$ cat config.mk
export PLATFORM = sky130hd
export DESIGN_NAME = tmr8_compare_counter
export DESIGN_NICKNAME = d
export VERILOG_FILES = /design/src/hdl/tmr8_pkg.sv /design/src/hdl/tmr8_compare_counter.sv
export SDC_FILE = /design/constraint.sdc
export NUM_CORES = 1
export LEC_CHECK = 0
export ABC_AREA = 1
export BUFFER_PORTS_ARGS = -buffer_cell sky130_fd_sc_hd__buf_2
export CAP_MARGIN = 10
export CORE_MARGIN = 2
export CORE_UTILIZATION = 55
export DETAILED_ROUTE_END_ITERATION = 8
export GPL_ROUTABILITY_DRIVEN = 0
export PLACE_DENSITY = 0.78
export SLEW_MARGIN = 20
export SYNTH_ARGS = -nofsm -noshare
export SYNTH_HDL_FRONTEND = slang
export SYNTH_SLANG_ARGS = --single-unit
$ cat constraint.sdc
create_clock -name I_MCLK -period 3.5 [get_ports I_MCLK]
set_clock_uncertainty 0.2 [all_clocks]
set_input_delay 0.175 -clock I_MCLK [delete_from_list [all_inputs] [get_ports I_MCLK]]
set_output_delay 0.175 -clock I_MCLK [all_outputs]
set_load 0.01 [all_outputs]
$ cat src/hdl/tmr8_pkg.sv
// Constants and types shared by the 8-bit timer/counter with one compare unit.
// Assumes an APB master with 32-bit data and byte addresses, one word per register.
package tmr8_pkg;

  localparam int unsigned ADDR_W = 8;
  localparam int unsigned DATA_W = 32;
  localparam int unsigned CNT_W = 8;
  localparam int unsigned PRESC_W = 10;

  // Register byte offsets.
  localparam logic [7:0] OFF_CONTROL = 8'h00;
  localparam logic [7:0] OFF_COUNTER = 8'h04;
  localparam logic [7:0] OFF_COMPARE = 8'h08;
  localparam logic [7:0] OFF_FLAGS = 8'h0c;
  localparam logic [7:0] OFF_MASK = 8'h10;

  // Control register field positions.
  localparam int unsigned CTL_CS_LSB = 0;
  localparam int unsigned CTL_WAVE_LSB = 3;
  localparam int unsigned CTL_COM_LSB = 5;
  localparam int unsigned CTL_FORCE_BIT = 7;

  // Flag and mask register bit positions.
  localparam int unsigned BIT_OVF = 0;
  localparam int unsigned BIT_CMP = 1;

  // Waveform mode field encodings.
  localparam logic [1:0] WAVE_NORMAL = 2'h0;
  localparam logic [1:0] WAVE_PHASE_PWM = 2'h1;
  localparam logic [1:0] WAVE_CLEAR_ON_MATCH = 2'h2;
  localparam logic [1:0] WAVE_FAST_PWM = 2'h3;

  // Compare output mode field encodings.
  localparam logic [1:0] COM_OFF = 2'h0;
  localparam logic [1:0] COM_TOGGLE = 2'h1;
  localparam logic [1:0] COM_CLEAR = 2'h2;
  localparam logic [1:0] COM_SET = 2'h3;

  // Clock select field encodings.
  localparam logic [2:0] CS_STOP = 3'h0;
  localparam logic [2:0] CS_DIV1 = 3'h1;
  localparam logic [2:0] CS_DIV8 = 3'h2;
  localparam logic [2:0] CS_DIV64 = 3'h3;
  localparam logic [2:0] CS_DIV256 = 3'h4;
  localparam logic [2:0] CS_DIV1024 = 3'h5;
  localparam logic [2:0] CS_EXT_FALL = 3'h6;
  localparam logic [2:0] CS_EXT_RISE = 3'h7;

  // Counter extremes.
  localparam logic [7:0] CNT_BOTTOM = 8'h00;
  localparam logic [7:0] CNT_MAX = 8'hff;

  // Reset values.
  localparam logic [7:0] RST_CNT = 8'h00;
  localparam logic [7:0] RST_CMP = 8'h00;
  localparam logic [9:0] RST_PRESC = 10'h000;

  typedef struct packed {
    logic [1:0] com;
    logic [1:0] wave;
    logic [2:0] cs;
  } tmr8_ctrl_s;

  localparam tmr8_ctrl_s RST_CTRL = 7'h00;

endpackage

$ cat src/hdl/tmr8_compare_counter.sv
// 8-bit timer/counter with one compare unit, reached over an APB slave.
// Assumes all inputs synchronous to I_MCLK; the interrupt controller pulses
// the acknowledge inputs when it runs the matching interrupt.
`timescale 1ns/10ps
module tmr8_compare_counter
(
  input wire logic I_MCLK,
  input wire logic I_RST,
  input wire logic I_PSEL,
  input wire logic I_PENABLE,
  input wire logic I_PWRITE,
  input wire logic [7:0] I_PADDR,
  input wire logic [31:0] I_PWDATA,
  output logic [31:0] O_PRDATA,
  output logic O_PREADY,
  output logic O_PSLVERR,
  input wire logic I_EXTERNAL_COUNT_PIN,
  input wire logic I_GLOBAL_IRQ_ENABLE,
  input wire logic I_OVF_IRQ_ACK,
  input wire logic I_CMP_IRQ_ACK,
  output logic O_OVF_IRQ,
  output logic O_CMP_IRQ,
  output logic O_COMPARE_OUTPUT_PIN,
  output logic O_COMPARE_OUTPUT_EN
);

  tmr8_pkg::tmr8_ctrl_s ctrl;
  logic [7:0] counter_value;
  logic [7:0] compare_buf;
  logic [7:0] compare_value;
  logic [9:0] presc;
  logic ext_prev;
  logic count_down;
  logic match_block;
  logic overflow_flag;
  logic compare_flag;
  logic ovf_irq_enable;
  logic compare_irq_enable;
  logic compare_out;

  // Bus decode.
  wire setup_rd = I_PSEL && !I_PENABLE && !I_PWRITE;
  wire acc = I_PSEL && I_PENABLE;
  wire sel_ctl = I_PADDR == tmr8_pkg::OFF_CONTROL;
  wire sel_cnt = I_PADDR == tmr8_pkg::OFF_COUNTER;
  wire sel_cmp = I_PADDR == tmr8_pkg::OFF_COMPARE;
  wire sel_flg = I_PADDR == tmr8_pkg::OFF_FLAGS;
  wire sel_msk = I_PADDR == tmr8_pkg::OFF_MASK;
  wire mapped = sel_ctl || sel_cnt || sel_cmp || sel_flg || sel_msk;
  wire wr = acc && I_PWRITE && mapped;
  wire wr_ctl = wr && sel_ctl;
  wire wr_cnt = wr && sel_cnt;
  wire wr_cmp = wr && sel_cmp;
  wire wr_flg = wr && sel_flg;
  wire wr_msk = wr && sel_msk;

  // Mode decode.
  wire mode_pwm = ctrl.wave == tmr8_pkg::WAVE_PHASE_PWM || ctrl.wave == tmr8_pkg::WAVE_FAST_PWM;
  wire mode_phase = ctrl.wave == tmr8_pkg::WAVE_PHASE_PWM;
  wire mode_fast = ctrl.wave == tmr8_pkg::WAVE_FAST_PWM;
  wire mode_ctc = ctrl.wave == tmr8_pkg::WAVE_CLEAR_ON_MATCH;

  // Tick source selection; the prescaler taps fire when their low bits are all ones.
  wire ext_rise = I_EXTERNAL_COUNT_PIN && !ext_prev;
  wire ext_fall = !I_EXTERNAL_COUNT_PIN && ext_prev;
  logic timer_tick;
  always_comb
  begin
    unique case (ctrl.cs)
      tmr8_pkg::CS_STOP: timer_tick = 1'b0;
      tmr8_pkg::CS_DIV1: timer_tick = 1'b1;
      tmr8_pkg::CS_DIV8: timer_tick = &presc[2:0];
      tmr8_pkg::CS_DIV64: timer_tick = &presc[5:0];
      tmr8_pkg::CS_DIV256: timer_tick = &presc[7:0];
      tmr8_pkg::CS_DIV1024: timer_tick = &presc[9:0];
      tmr8_pkg::CS_EXT_FALL: timer_tick = ext_fall;
      tmr8_pkg::CS_EXT_RISE: timer_tick = ext_rise;
    endcase
  end

  // Extremes and comparator.
  wire at_bottom = counter_value == tmr8_pkg::CNT_BOTTOM;
  wire at_max = counter_value == tmr8_pkg::CNT_MAX;
  wire at_top = mode_ctc ? (counter_value == compare_value) : at_max;
  wire match = counter_value == compare_value;
  wire match_hit = timer_tick && match && !match_block;

  // Counter sequence per waveform mode.
  logic [7:0] next_counter_value;
  logic next_count_down;
  logic ovf_event;
  always_comb
  begin
    next_counter_value = counter_value;
    next_count_down = count_down;
    ovf_event = 1'b0;
    if (timer_tick)
    begin
      unique case (ctrl.wave)
        tmr8_pkg::WAVE_NORMAL, tmr8_pkg::WAVE_FAST_PWM:
        begin
          next_counter_value = counter_value + 8'h01;
          ovf_event = at_max;
        end
        tmr8_pkg::WAVE_CLEAR_ON_MATCH:
        begin
          if (match_hit)
          begin
            next_counter_value = tmr8_pkg::CNT_BOTTOM;
          end
          else
          begin
            next_counter_value = counter_value + 8'h01;
            ovf_event = at_max;
          end
        end
        tmr8_pkg::WAVE_PHASE_PWM:
        begin
          if (!count_down && at_max)
          begin
            next_count_down = 1'b1;
            next_counter_value = counter_value - 8'h01;
          end
          else if (count_down && at_bottom)
          begin
            next_count_down = 1'b0;
            next_counter_value = counter_value + 8'h01;
            ovf_event = 1'b1;
          end
          else if (count_down)
          begin
            next_counter_value = counter_value - 8'h01;
          end
          else
          begin
            next_counter_value = counter_value + 8'h01;
          end
        end
      endcase
    end
    if (wr_cnt)
    begin
      next_counter_value = I_PWDATA[7:0];
    end
  end

  // Force strobe acts only in non-PWM modes.
  wire force_hit = wr_ctl && I_PWDATA[tmr8_pkg::CTL_FORCE_BIT] && !mode_pwm;
  wire [1:0] wr_com = I_PWDATA[tmr8_pkg::CTL_COM_LSB +: 2];

  // Waveform generator for the internal compare output state.
  logic next_compare_out;
  always_comb
  begin
    next_compare_out = compare_out;
    if (!mode_pwm && (match_hit || force_hit))
    begin
      unique case (force_hit ? wr_com : ctrl.com)
        tmr8_pkg::COM_OFF: next_compare_out = compare_out;
        tmr8_pkg::COM_TOGGLE: next_compare_out = !compare_out;
        tmr8_pkg::COM_CLEAR: next_compare_out = 1'b0;
        tmr8_pkg::COM_SET: next_compare_out = 1'b1;
      endcase
    end
    else if (mode_fast && (ctrl.com == tmr8_pkg::COM_CLEAR || ctrl.com == tmr8_pkg::COM_SET))
    begin
      if (match_hit)
      begin
        next_compare_out = ctrl.com == tmr8_pkg::COM_SET;
      end
      else if (timer_tick && at_max)
      begin
        next_compare_out = ctrl.com == tmr8_pkg::COM_CLEAR;
      end
    end
    else if (mode_phase && match_hit)
    begin
      if (ctrl.com == tmr8_pkg::COM_CLEAR)
      begin
        next_compare_out = count_down;
      end
      else if (ctrl.com == tmr8_pkg::COM_SET)
      begin
        next_compare_out = !count_down;
      end
    end
  end

  // Compare value: direct in non-PWM modes, loaded at top (count 0xff) in both PWM modes.
  wire cmp_load_pwm = timer_tick && ((mode_fast && at_max) || (mode_phase && at_top));
  logic [7:0] next_compare_value;
  always_comb
  begin
    if (!mode_pwm && wr_cmp)
    begin
      next_compare_value = I_PWDATA[7:0];
    end
    else if (cmp_load_pwm)
    begin
      next_compare_value = compare_buf;
    end
    else
    begin
      next_compare_value = compare_value;
    end
  end

  // Flags: a set in the same cycle as a clear wins.
  wire ovf_clr = (wr_flg && I_PWDATA[tmr8_pkg::BIT_OVF]) || I_OVF_IRQ_ACK;
  wire cmp_clr = (wr_flg && I_PWDATA[tmr8_pkg::BIT_CMP]) || I_CMP_IRQ_ACK;
  wire next_overflow_flag = ovf_event || (overflow_flag && !ovf_clr);
  wire next_compare_flag = match_hit || (compare_flag && !cmp_clr);

  // A counter write blocks the next tick's match; the block ends on a tick without a counter write.
  wire next_match_block = wr_cnt || (match_block && !timer_tick);

  // Read data is captured in the setup cycle and held through the access phase.
  logic [31:0] rd_mux;
  always_comb
  begin
    rd_mux = 32'h0000_0000;
    if (sel_ctl)
    begin
      rd_mux[6:0] = ctrl;
    end
    else if (sel_cnt)
    begin
      rd_mux[7:0] = counter_value;
    end
    else if (sel_cmp)
    begin
      rd_mux[7:0] = compare_buf;
    end
    else if (sel_flg)
    begin
      rd_mux[tmr8_pkg::BIT_OVF] = overflow_flag;
      rd_mux[tmr8_pkg::BIT_CMP] = compare_flag;
    end
    else if (sel_msk)
    begin
      rd_mux[tmr8_pkg::BIT_OVF] = ovf_irq_enable;
      rd_mux[tmr8_pkg::BIT_CMP] = compare_irq_enable;
    end
  end

  always_ff @(posedge I_MCLK)
  begin
    if (I_RST)
    begin
      O_PRDATA <= 32'h0000_0000;
    end
    else if (setup_rd)
    begin
      O_PRDATA <= rd_mux;
    end
  end

  always_ff @(posedge I_MCLK)
  begin
    if (I_RST)
    begin
      ctrl <= tmr8_pkg::RST_CTRL;
      ovf_irq_enable <= 1'b0;
      compare_irq_enable <= 1'b0;
      compare_buf <= tmr8_pkg::RST_CMP;
    end
    else
    begin
      if (wr_ctl)
      begin
        ctrl <= I_PWDATA[6:0];
      end
      if (wr_msk)
      begin
        ovf_irq_enable <= I_PWDATA[tmr8_pkg::BIT_OVF];
        compare_irq_enable <= I_PWDATA[tmr8_pkg::BIT_CMP];
      end
      if (wr_cmp)
      begin
        compare_buf <= I_PWDATA[7:0];
      end
    end
  end

  always_ff @(posedge I_MCLK)
  begin
    if (I_RST)
    begin
      counter_value <= tmr8_pkg::RST_CNT;
      compare_value <= tmr8_pkg::RST_CMP;
      count_down <= 1'b0;
    end
    else
    begin
      counter_value <= next_counter_value;
      compare_value <= next_compare_value;
      count_down <= next_count_down;
    end
  end

  always_ff @(posedge I_MCLK)
  begin
    if (I_RST)
    begin
      match_block <= 1'b0;
      compare_out <= 1'b0;
    end
    else
    begin
      match_block <= next_match_block;
      compare_out <= next_compare_out;
    end
  end

  always_ff @(posedge I_MCLK)
  begin
    if (I_RST)
    begin
      overflow_flag <= 1'b0;
      compare_flag <= 1'b0;
    end
    else
    begin
      overflow_flag <= next_overflow_flag;
      compare_flag <= next_compare_flag;
    end
  end

  // The prescaler is cleared only by reset, so the first divided tick after a start may come early.
  always_ff @(posedge I_MCLK)
  begin
    if (I_RST)
    begin
      presc <= tmr8_pkg::RST_PRESC;
      ext_prev <= 1'b0;
    end
    else
    begin
      presc <= presc + 10'h001;
      ext_prev <= I_EXTERNAL_COUNT_PIN;
    end
  end

  assign O_PREADY = 1'b1;
  assign O_PSLVERR = acc && !mapped;
  assign O_OVF_IRQ = overflow_flag && ovf_irq_enable && I_GLOBAL_IRQ_ENABLE;
  assign O_CMP_IRQ = compare_flag && compare_irq_enable && I_GLOBAL_IRQ_ENABLE;
  assign O_COMPARE_OUTPUT_PIN = compare_out;
  assign O_COMPARE_OUTPUT_EN = ctrl.com != tmr8_pkg::COM_OFF;

endmodule

* Word level (Yosys, flattened, before mapping)
Index checks and enable logic that the tools add are counted.
** Storage, ports and cells
- Register bits after elaboration :: 57
- Input bits :: 49
** Operators by class
- $add $sub $neg :: 3
- Equal/unequal tests :: 23
- Muxes and demuxes :: 34
- Reduce and logical (&&, ||, !) cells :: 79
** Operators by type and width (number)
- $mux 8 :: 9
- $logic_and 1x1->1 :: 36
- $pmux 8 s3 :: 1
- $eq 8x4->1 const B :: 2
- $logic_not 8->1 :: 2
- $mux 1 :: 15
- $logic_or 1x1->1 :: 13
- $eq 2x2->1 const B :: 6
- $eq 3x3->1 const B :: 4
- $logic_not 1->1 :: 12
- $add 10x1->10 const B :: 1
- $reduce_and 10->1 :: 1
- $add 8x1->8 const B :: 1
- $eq 8x3->1 const B :: 1
- $eq 8x5->1 const B :: 1
- $eq 8x8->1 :: 1
- $eq 8x8->1 const B :: 1
- $mux 2 :: 4
- $pmux 1 s8 :: 1
- $reduce_and 8->1 :: 1
- $reduce_bool 2->1 :: 4
- $sub 8x1->8 const B :: 1
- $mux 7 :: 1
- $eq 3x2->1 const B :: 2
- 14 further kinds :: 18

* Longest topological paths before layout
Gate-level depths: netlist (run 1).
- Depth in word-level cells :: 13
- Gate-level depth with buffers :: 18
- Gate-level depth less buffers :: 18

* Worst setup path before layout (run 1)
No wires, ideal clock.
- Path kind :: flip-flop to flip-flop
- From :: register ctrl[4] (netlist bit)
- To :: register compare_out, in the netlist O_COMPARE_OUTPUT_PIN
- Library setup time :: 111 ps
- Data arrival time :: 1860 ps
- Data required time :: 3189 ps
- Path slack :: 1329 ps
- Stages on the path, launching flop included :: 14
- Period minus slack after synthesis :: 2171 ps
- Cell sequence :: dfxtp_1 > inv_1 > ha_1 > buf_2 > or2_1 > buf_2 > nor2_4 > nand4_4 > o21ai_1 > inv_1 > nand3_1 > nand3_1 > nor2_1 > nor2_1
** Between the ends
- Cells in the longest elaborated chain, start to end :: 8
** Ends and longest elaborated chain
- start: declaration :: RTL line tmr8_compare_counter.sv:27 : tmr8_pkg::tmr8_ctrl_s ctrl;
- start signal: assignment :: RTL line tmr8_compare_counter.sv:262 : ctrl <= tmr8_pkg::RST_CTRL;
- start signal: assignment :: RTL line tmr8_compare_counter.sv:271 : ctrl <= I_PWDATA[6:0];
- $eq 2x1->1 / $eq 2x2->1 (equally long branches) :: RTL line tmr8_compare_counter.sv:58, tmr8_compare_counter.sv:59, tmr8_compare_counter.sv:60
- $logic_or 1x1->1 :: RTL line tmr8_compare_counter.sv:58 : wire mode_pwm = ctrl.wave == tmr8_pkg::WAVE_PHASE_PWM || ctrl.wave == tmr8_pkg::WAVE_FAST_PWM;
- $logic_not 1->1 :: RTL line tmr8_compare_counter.sv:148, tmr8_compare_counter.sv:156
- $logic_and 1x1->1 :: RTL line tmr8_compare_counter.sv:148 : wire force_hit = wr_ctl && I_PWDATA[tmr8_pkg::CTL_FORCE_BIT] && !mode_pwm;
- $mux 2 / $logic_or 1x1->1 (equally long branches) :: RTL line tmr8_compare_counter.sv:158, tmr8_compare_counter.sv:156
- $eq 2x2->1, or another cell as far along :: RTL line tmr8_compare_counter.sv:158 : unique case (force_hit ? wr_com : ctrl.com)
- $pmux 1 s3, or another cell as far along :: RTL line tmr8_compare_counter.sv:158
- $mux 1 / $reduce_and 4->1 (equally long branches)
- end signal: assignment :: RTL line tmr8_compare_counter.sv:311 : compare_out <= next_compare_out;
- end: declaration :: RTL line tmr8_compare_counter.sv:39 : logic compare_out;
Several ways; a longest one is shown, not always the timed one.
A chain may end at the register's enable or synchronous reset.

* Worst setup path after layout (run 1)
Same ends and word-level chain as after synthesis.

==> metrics.yaml, run 1 <==
run_status: "finished, final reports clean"
clkSlewWorstSetupHoldPaths_ns: 0.07
final.period_utilization_pct: 71.77
global_route_wire_length_before_repair_um: 16300
synth_warn: 0
grt_usage_pct: 27.88
worst_path_largest_cell_delay_ns: 0.43
grt_antenna_before_repair: 0
row_count: 30
hold_path_depth: 3
critical_path_class: "reg -> reg"
cp_slowest_cell: "sky130_fd_sc_hd__or2_1"
design.portCount: 87
antenna-diode-count: 0
slew_violations: 0
drt_drc_violations_left: 0
routed-via-count: 3847
die_height_um: 86.71
clock_latency_at_the_later_pin_of_the_worst_skew_pair_ns: 0.35
place_hpwl_um: 7375
grt_start_max_net_pins: 31
setup-violations-final: 0
numCtsBuffers: 9
post_cts.repair.setup_buffers: 0
grt-ovfl-total: 0
grt_pass1_vias: 3501
path_common_cell: "sky130_fd_sc_hd__nand2_1"
drt-initial-drc-count: 325
worst_pin_slew_ns: 0.9413
endpoint_kind: "flop"
clk_root_buffer_cell: "sky130_fd_sc_hd__clkbuf_8"
die_width_um: 86.71
detail_route.wirelength_um: 10160
cap_violations: 0
timing_hold_violations_final: 0
drt-vias-per-instance: 5.519
clkSinkCount: 57
postRouteAntennaNets: 0
synth_area_per_cell_sq_um: 6.589
final.setup.tns_ns: 0
cts_tree: "yes"
achievable-frequency_ghz: 0.3981
area_enclosed_by_the_die_boundary_sq_um: 7519
clock_path_buffers: 2
postSynthCellCount: 571
areaGrowthSynthToFinish_pct: 11.54
port-buffer-count: 37
finalCriticalPeriod_ns: 2.512
synth.yosys.seq_area_share_pct: 30.33
layout-drive-gt1-share_pct: 13.61
initial_utilization_pct: 56.00
synth.cell_area_sq_um: 3762
fillCellCount: 614
cts.htree.levels: 3
rsz0062_at_grt: "no"
critPathArrivalTime_ns: 2.60
worst_ir_drop_vdd_uv: 200.4
layout.nets: 668
post_synth_num_cell_types: 44
max_slew_margin_pct: 37.18
r2r.worst_path.cells: 12
core_area_sq_um: 6719
worst_hold_path_type: "in -> reg"
wire_per_inst_um: 14.57
critical_path.startpoint_type: "flop"
critical_path.max_fanout: 9
postSynthRegisterBits: 57
crit_chain: "inv_1, ha_1, or2_1, nor2_4, nand4_4, o21ai_0, nand2_1, nand2_1, nand2_1, nand2_1, nor2_1, nor2_1"
p_leak_nw: 1.917
cell_area_after_layout_sq_um: 4197
drt-pass1-iter-count: 5
required_ns: 3.59
placement.cell_area_sq_um: 3897
power-per-cell-area_nw_per_um2: 347.7
-- report_power, final --
| group | switching, W | internal, W | leakage [nW] |
|---|---|---|---|
| clock | 0.000303 | 0.000400 | 0.109 |
| combinational | 0.0000642 | 0.0000333 | 1.35 |
| sequential | 0.00000358 | 0.000655 | 0.460 |
-- state kept, by name, indices dropped and copies added, names as in the netlist --
register / cells
count_down: 1
O_COMPARE_OUTPUT_PIN: 1
ext_prev: 1
compare_irq_enable: 1
ovf_irq_enable: 1
ctrl: 7
O_PRDATA: 8
compare_value: 8
presc: 10
match_block: 1
overflow_flag: 1
compare_flag: 1
compare_buf: 8
counter_value: 8
-- cells in the mapped netlist, drive strengths merged --
library cell / instances / area (sq um)
nand2: 128 / 505.5
inv: 84 / 315.3
dfxtp: 57 / 1141
o21ai: 56 / 287.8
a21oi: 51 / 266.5
nor2: 44 / 206.4
nand3: 40 / 212.7
buf: 32 / 227.7
clkbuf: 10 / 38.78
a31oi: 8 / 50.05
ha: 7 / 87.58
nor3: 7 / 35.03
xor2: 7 / 61.31
nand4: 6 / 52.55
xnor2: 6 / 52.55
o221ai: 5 / 43.79
o22ai: 5 / 31.28
o211ai: 4 / 30.03
a211oi: 3 / 22.52
conb: 2 / 7.510
or2: 2 / 12.52
a21boi: 1 / 18.77
and2: 1 / 6.260
and3: 1 / 6.260
clkinv: 1 / 8.760
nand3b: 1 / 7.510
nor3b: 1 / 18.77
o21a: 1 / 7.510
-- through the flow --
step / cells / utilization [%] / hold slack [ns] / worst slack, ns / power (W)
after floorplan: 594 / - / 0.1001 / 1.329 / 0.0007466
after global routing: 697 / 62.46 / 0.01858 / 0.7889 / 0.001501
after detailed placement: 673 / 58.01 / 0.2111 / 1.032 / 0.0007616
after global placement: 673 / 58.01 / 0.2057 / 1.084 / 0.0007593
final: 697 / 62.46 / 0.01295 / 0.9879 / 0.001459
after CTS: 697 / 62.46 / 0.003199 / 1.015 / 0.001462
-- final timing paths --
kind / to / slack [ns] / startpoint
worst max-delay path: O_COMPARE_OUTPUT_PIN$_SDFFE_PP0P_ / 0.99 / ctrl[4]$_SDFFE_PP0N_
worst min-delay path: ctrl[4]$_SDFFE_PP0N_ / 0.01 / I_PWDATA[4]
worst max register to register: O_COMPARE_OUTPUT_PIN$_SDFFE_PP0P_ / 0.99 / ctrl[4]$_SDFFE_PP0N_
worst min register to register: presc[0]$_SDFF_PP0_ / 0.25 / presc[0]$_SDFF_PP0_
-- final cells by class --
type	instances	area [sq um]	area share [%]
multi-input combinational	410	2117	50.45
sequential	57	1141	27.19
inverter	85	324.1	7.722
timing repair buffer	49	295.3	7.036
clock buffer	9	123.9	2.952
tap	80	100.1	2.385
clock inverter	7	95.09	2.266
-- cells by family after synthesis --
kind of cell | count (synthesis) | share of synthesized area [%]
AND/OR/NAND/NOR | 231 | 28.27
flip-flops | 57 | 30.33
XOR/XNOR | 13 | 3.026
other | 2 | 0.1996
buffers and inverters | 127 | 15.70
adder cells (fa/ha/maj) | 7 | 2.328
AO/OA/AOI/OAI | 134 | 20.15
-- cells in the final DEF (no fill, tap or decap), drive strengths merged, types with 9 or more instances in the layout --
cell    count
clkbuf      9
a21oi      51
inv        84
nor2       44
conb       25
o21ai      56
nand2     128
dfxtp      57
nand3      40
buf        41
-- layer usage --
metal,track usage [%],routed length [um],vias up
li1,-,-,1896
met1,35.31,4339,1705
met2,45.59,4621,217
met3,5.238,849,29
met4,13.35,345,0
met5,0,0,-
-- worst max-delay path: cells and delay by family, from the launching register on --
| kind | cells | cell delay [ns] |
|---|---|---|
| simple gates | 9 | 1.12 |
| buf+inv | 1 | 0.08 |
| flops | 1 | 0.41 |
| compound gates | 1 | 0.32 |
| fa+ha+maj | 1 | 0.32 |
-- timing repair --
action | in CTS | in global routing
gates resized for setup | 0 | 0
hold endpoints to repair | 12 | 0
hold buffers | 8 | 0
No activity file was read; power rests on OpenSTA's default activity.
==> run 2, diff against run 1 <==
==> constraint.sdc (replaced) <==
create_clock -name I_MCLK -period 2.45 [get_ports I_MCLK]
set_clock_uncertainty 0.2 [all_clocks]
set_input_delay 0.1225 -clock I_MCLK [delete_from_list [all_inputs] [get_ports I_MCLK]]
set_output_delay 0.1225 -clock I_MCLK [all_outputs]
set_load 0.01 [all_outputs]
==> metrics.yaml, run 2 (synthesis gave the netlist of run 1 again) <==
core_area_sq_um: 6719
rsz0062_at_grt: "yes"
worst_ir_drop_vdd_uv: 294.3
design.portCount: 87
drt_drc_violations_left: 0
finalCriticalPeriod_ns: 2.284
postRouteAntennaNets: 0
power-per-cell-area_nw_per_um2: 463.3
numCtsBuffers: 9
grt_pass1_vias: 3534
clk_root_buffer_cell: "sky130_fd_sc_hd__clkbuf_8"
instances_no_fill: 717
layout_commonest_cell: "sky130_fd_sc_hd__nand2_1"
path_buf_inv: 3
worst_hold_path_type: "in -> reg"
drt-pass1-iter-count: 6
cp_slowest_cell: "sky130_fd_sc_hd__dfxtp_1"
required_ns: 2.47
run_status: "finished, final reports clean"
drt-vias-per-instance: 5.490
critPathArrivalTime_ns: 2.31
grt_antenna_before_repair: 0
port-buffer-count: 37
path_common_cell: "sky130_fd_sc_hd__nand2_1"
layout-drive-gt1-share_pct: 16.48
clock_latency_at_the_later_pin_of_the_worst_skew_pair_ns: 0.35
placement.cell_area_sq_um: 3988
endpoint_kind: "flop"
worst_path_largest_cell_delay_ns: 0.36
clkSinkCount: 57
setup-violations-final: 0
cts_tree: "yes"
initial_utilization_pct: 56.00
cell_area_after_layout_sq_um: 4397
critical_path_class: "reg -> reg"
final.setup.tns_ns: 0
slew_violations: 0
cts.htree.levels: 3
die_height_um: 86.71
final.period_utilization_pct: 93.21
largest_register_ffs: 10
cap_violations: 0
area_enclosed_by_the_die_boundary_sq_um: 7519
clock_path_buffers: 2
clkSlewWorstSetupHoldPaths_ns: 0.07
die_width_um: 86.71
detail_route.wirelength_um: 10480
antenna-diode-count: 0
crit_chain: "ha_1, nand2_1, nor2_4, nand2_1, nand2_1, nand2_1, inv_1, nand2_2, inv_1, nand2_2, nand2_2, buf_4, nand3_1, a31oi_1, nor2_1"
critical_path.startpoint_type: "flop"
largest_register: "presc"
grt_usage_pct: 28.46
grt-ovfl-total: 0
areaGrowthSynthToFinish_pct: 16.86
row_count: 30
routed-via-count: 3936
p_leak_nw: 2.013
most_frequent_cells_in_the_layout: "sky130_fd_sc_hd__nand2_1 (119), sky130_fd_sc_hd__inv_1 (81), sky130_fd_sc_hd__dfxtp_1 (57), sky130_fd_sc_hd__a21oi_1 (46), sky130_fd_sc_hd__o21ai_0 (46)"
critical-path-top-delay-family: "simple AND/OR/NAND/NOR gates"
whs_ns: 0.02357
grt_start_max_net_pins: 40
timing_hold_violations_final: 0
achievable-frequency_ghz: 0.4379
layout.nets: 688
power_w: 0.002037
global_route_wire_length_before_repair_um: 16640
place_hpwl_um: 7415
place_inst: 685
drt-initial-drc-count: 463
wire_per_inst_um: 14.62
critical_path.max_fanout: 7
## run 2: layer usage
layer / GRT usage (%) / up-vias / share of wire, %
met3: 6.762 / 48 / 9.1
met4: 15.34 / 0 / 4.6
li1: - / 1934 / -
met1: 35.83 / 1731 / 41
met2: 44.97 / 223 / 45
met5: 0 / - / 0
## run 2: worst reg2reg max path, stage by stage, from the launching register on
cell                      delay [ns]
sky130_fd_sc_hd__dfxtp_1        0.36
sky130_fd_sc_hd__ha_1           0.17
sky130_fd_sc_hd__nand2_1        0.09
sky130_fd_sc_hd__nor2_4         0.15
sky130_fd_sc_hd__nand2_1        0.11
sky130_fd_sc_hd__nand2_1        0.07
sky130_fd_sc_hd__nand2_1        0.06
sky130_fd_sc_hd__inv_1          0.11
sky130_fd_sc_hd__nand2_2        0.12
sky130_fd_sc_hd__inv_1          0.09
sky130_fd_sc_hd__nand2_2        0.11
sky130_fd_sc_hd__nand2_2        0.13
sky130_fd_sc_hd__buf_4          0.14
sky130_fd_sc_hd__nand3_1        0.07
sky130_fd_sc_hd__a31oi_1        0.14
sky130_fd_sc_hd__nor2_1         0.05
## run 2: area by class of cell
class | instances | area [sq um]
clock inverters | 4 | 50.05
flip-flops and latches | 57 | 1141
multi-input cells | 411 | 2163
inverters | 85 | 324.1
clock buffers | 12 | 165.2
repair buffers | 68 | 452.9
well taps | 80 | 100.1
fillers | 576 | 2322
## run 2: per-stage QoR
step / worst slack (ns) / utilization, %
floorplan: 0.2786 / -
finish: 0.1663 / 65.44
global placement: 0.2115 / 59.35
global route: -0.005331 / 65.44
CTS: 0.1127 / 64.64
detailed placement: 0.1580 / 59.35
## run 2: final timing paths
path	slack [ns]	to	cells after the start	from
worst min-delay path	0.02	O_PRDATA[7]$_SDFFE_PP0P_	4	I_PWRITE
worst min register to register	0.26	presc[0]$_SDFF_PP0_	1	presc[0]$_SDFF_PP0_
worst max-delay path	0.17	counter_value[5]$_SDFFE_PP0P_	15	presc[0]$_SDFF_PP0_
worst max register to register	0.17	counter_value[5]$_SDFFE_PP0P_	15	presc[0]$_SDFF_PP0_
## run 2: power breakdown
| group | internal [W] | switching (W) |
|---|---|---|
| registers | 0.000936 | 0.00000495 |
| clock network | 0.000551 | 0.000401 |
| logic | 0.0000525 | 0.0000919 |
| total | 0.00154 | 0.000498 |
## run 2: repair_timing
action | in CTS | in global routing
gates resized for setup | 0 | 10
hold endpoints to repair | 30 | 0
setup buffers | 0 | 1
setup endpoints to repair | 0 | 17
hold buffers | 14 | 0
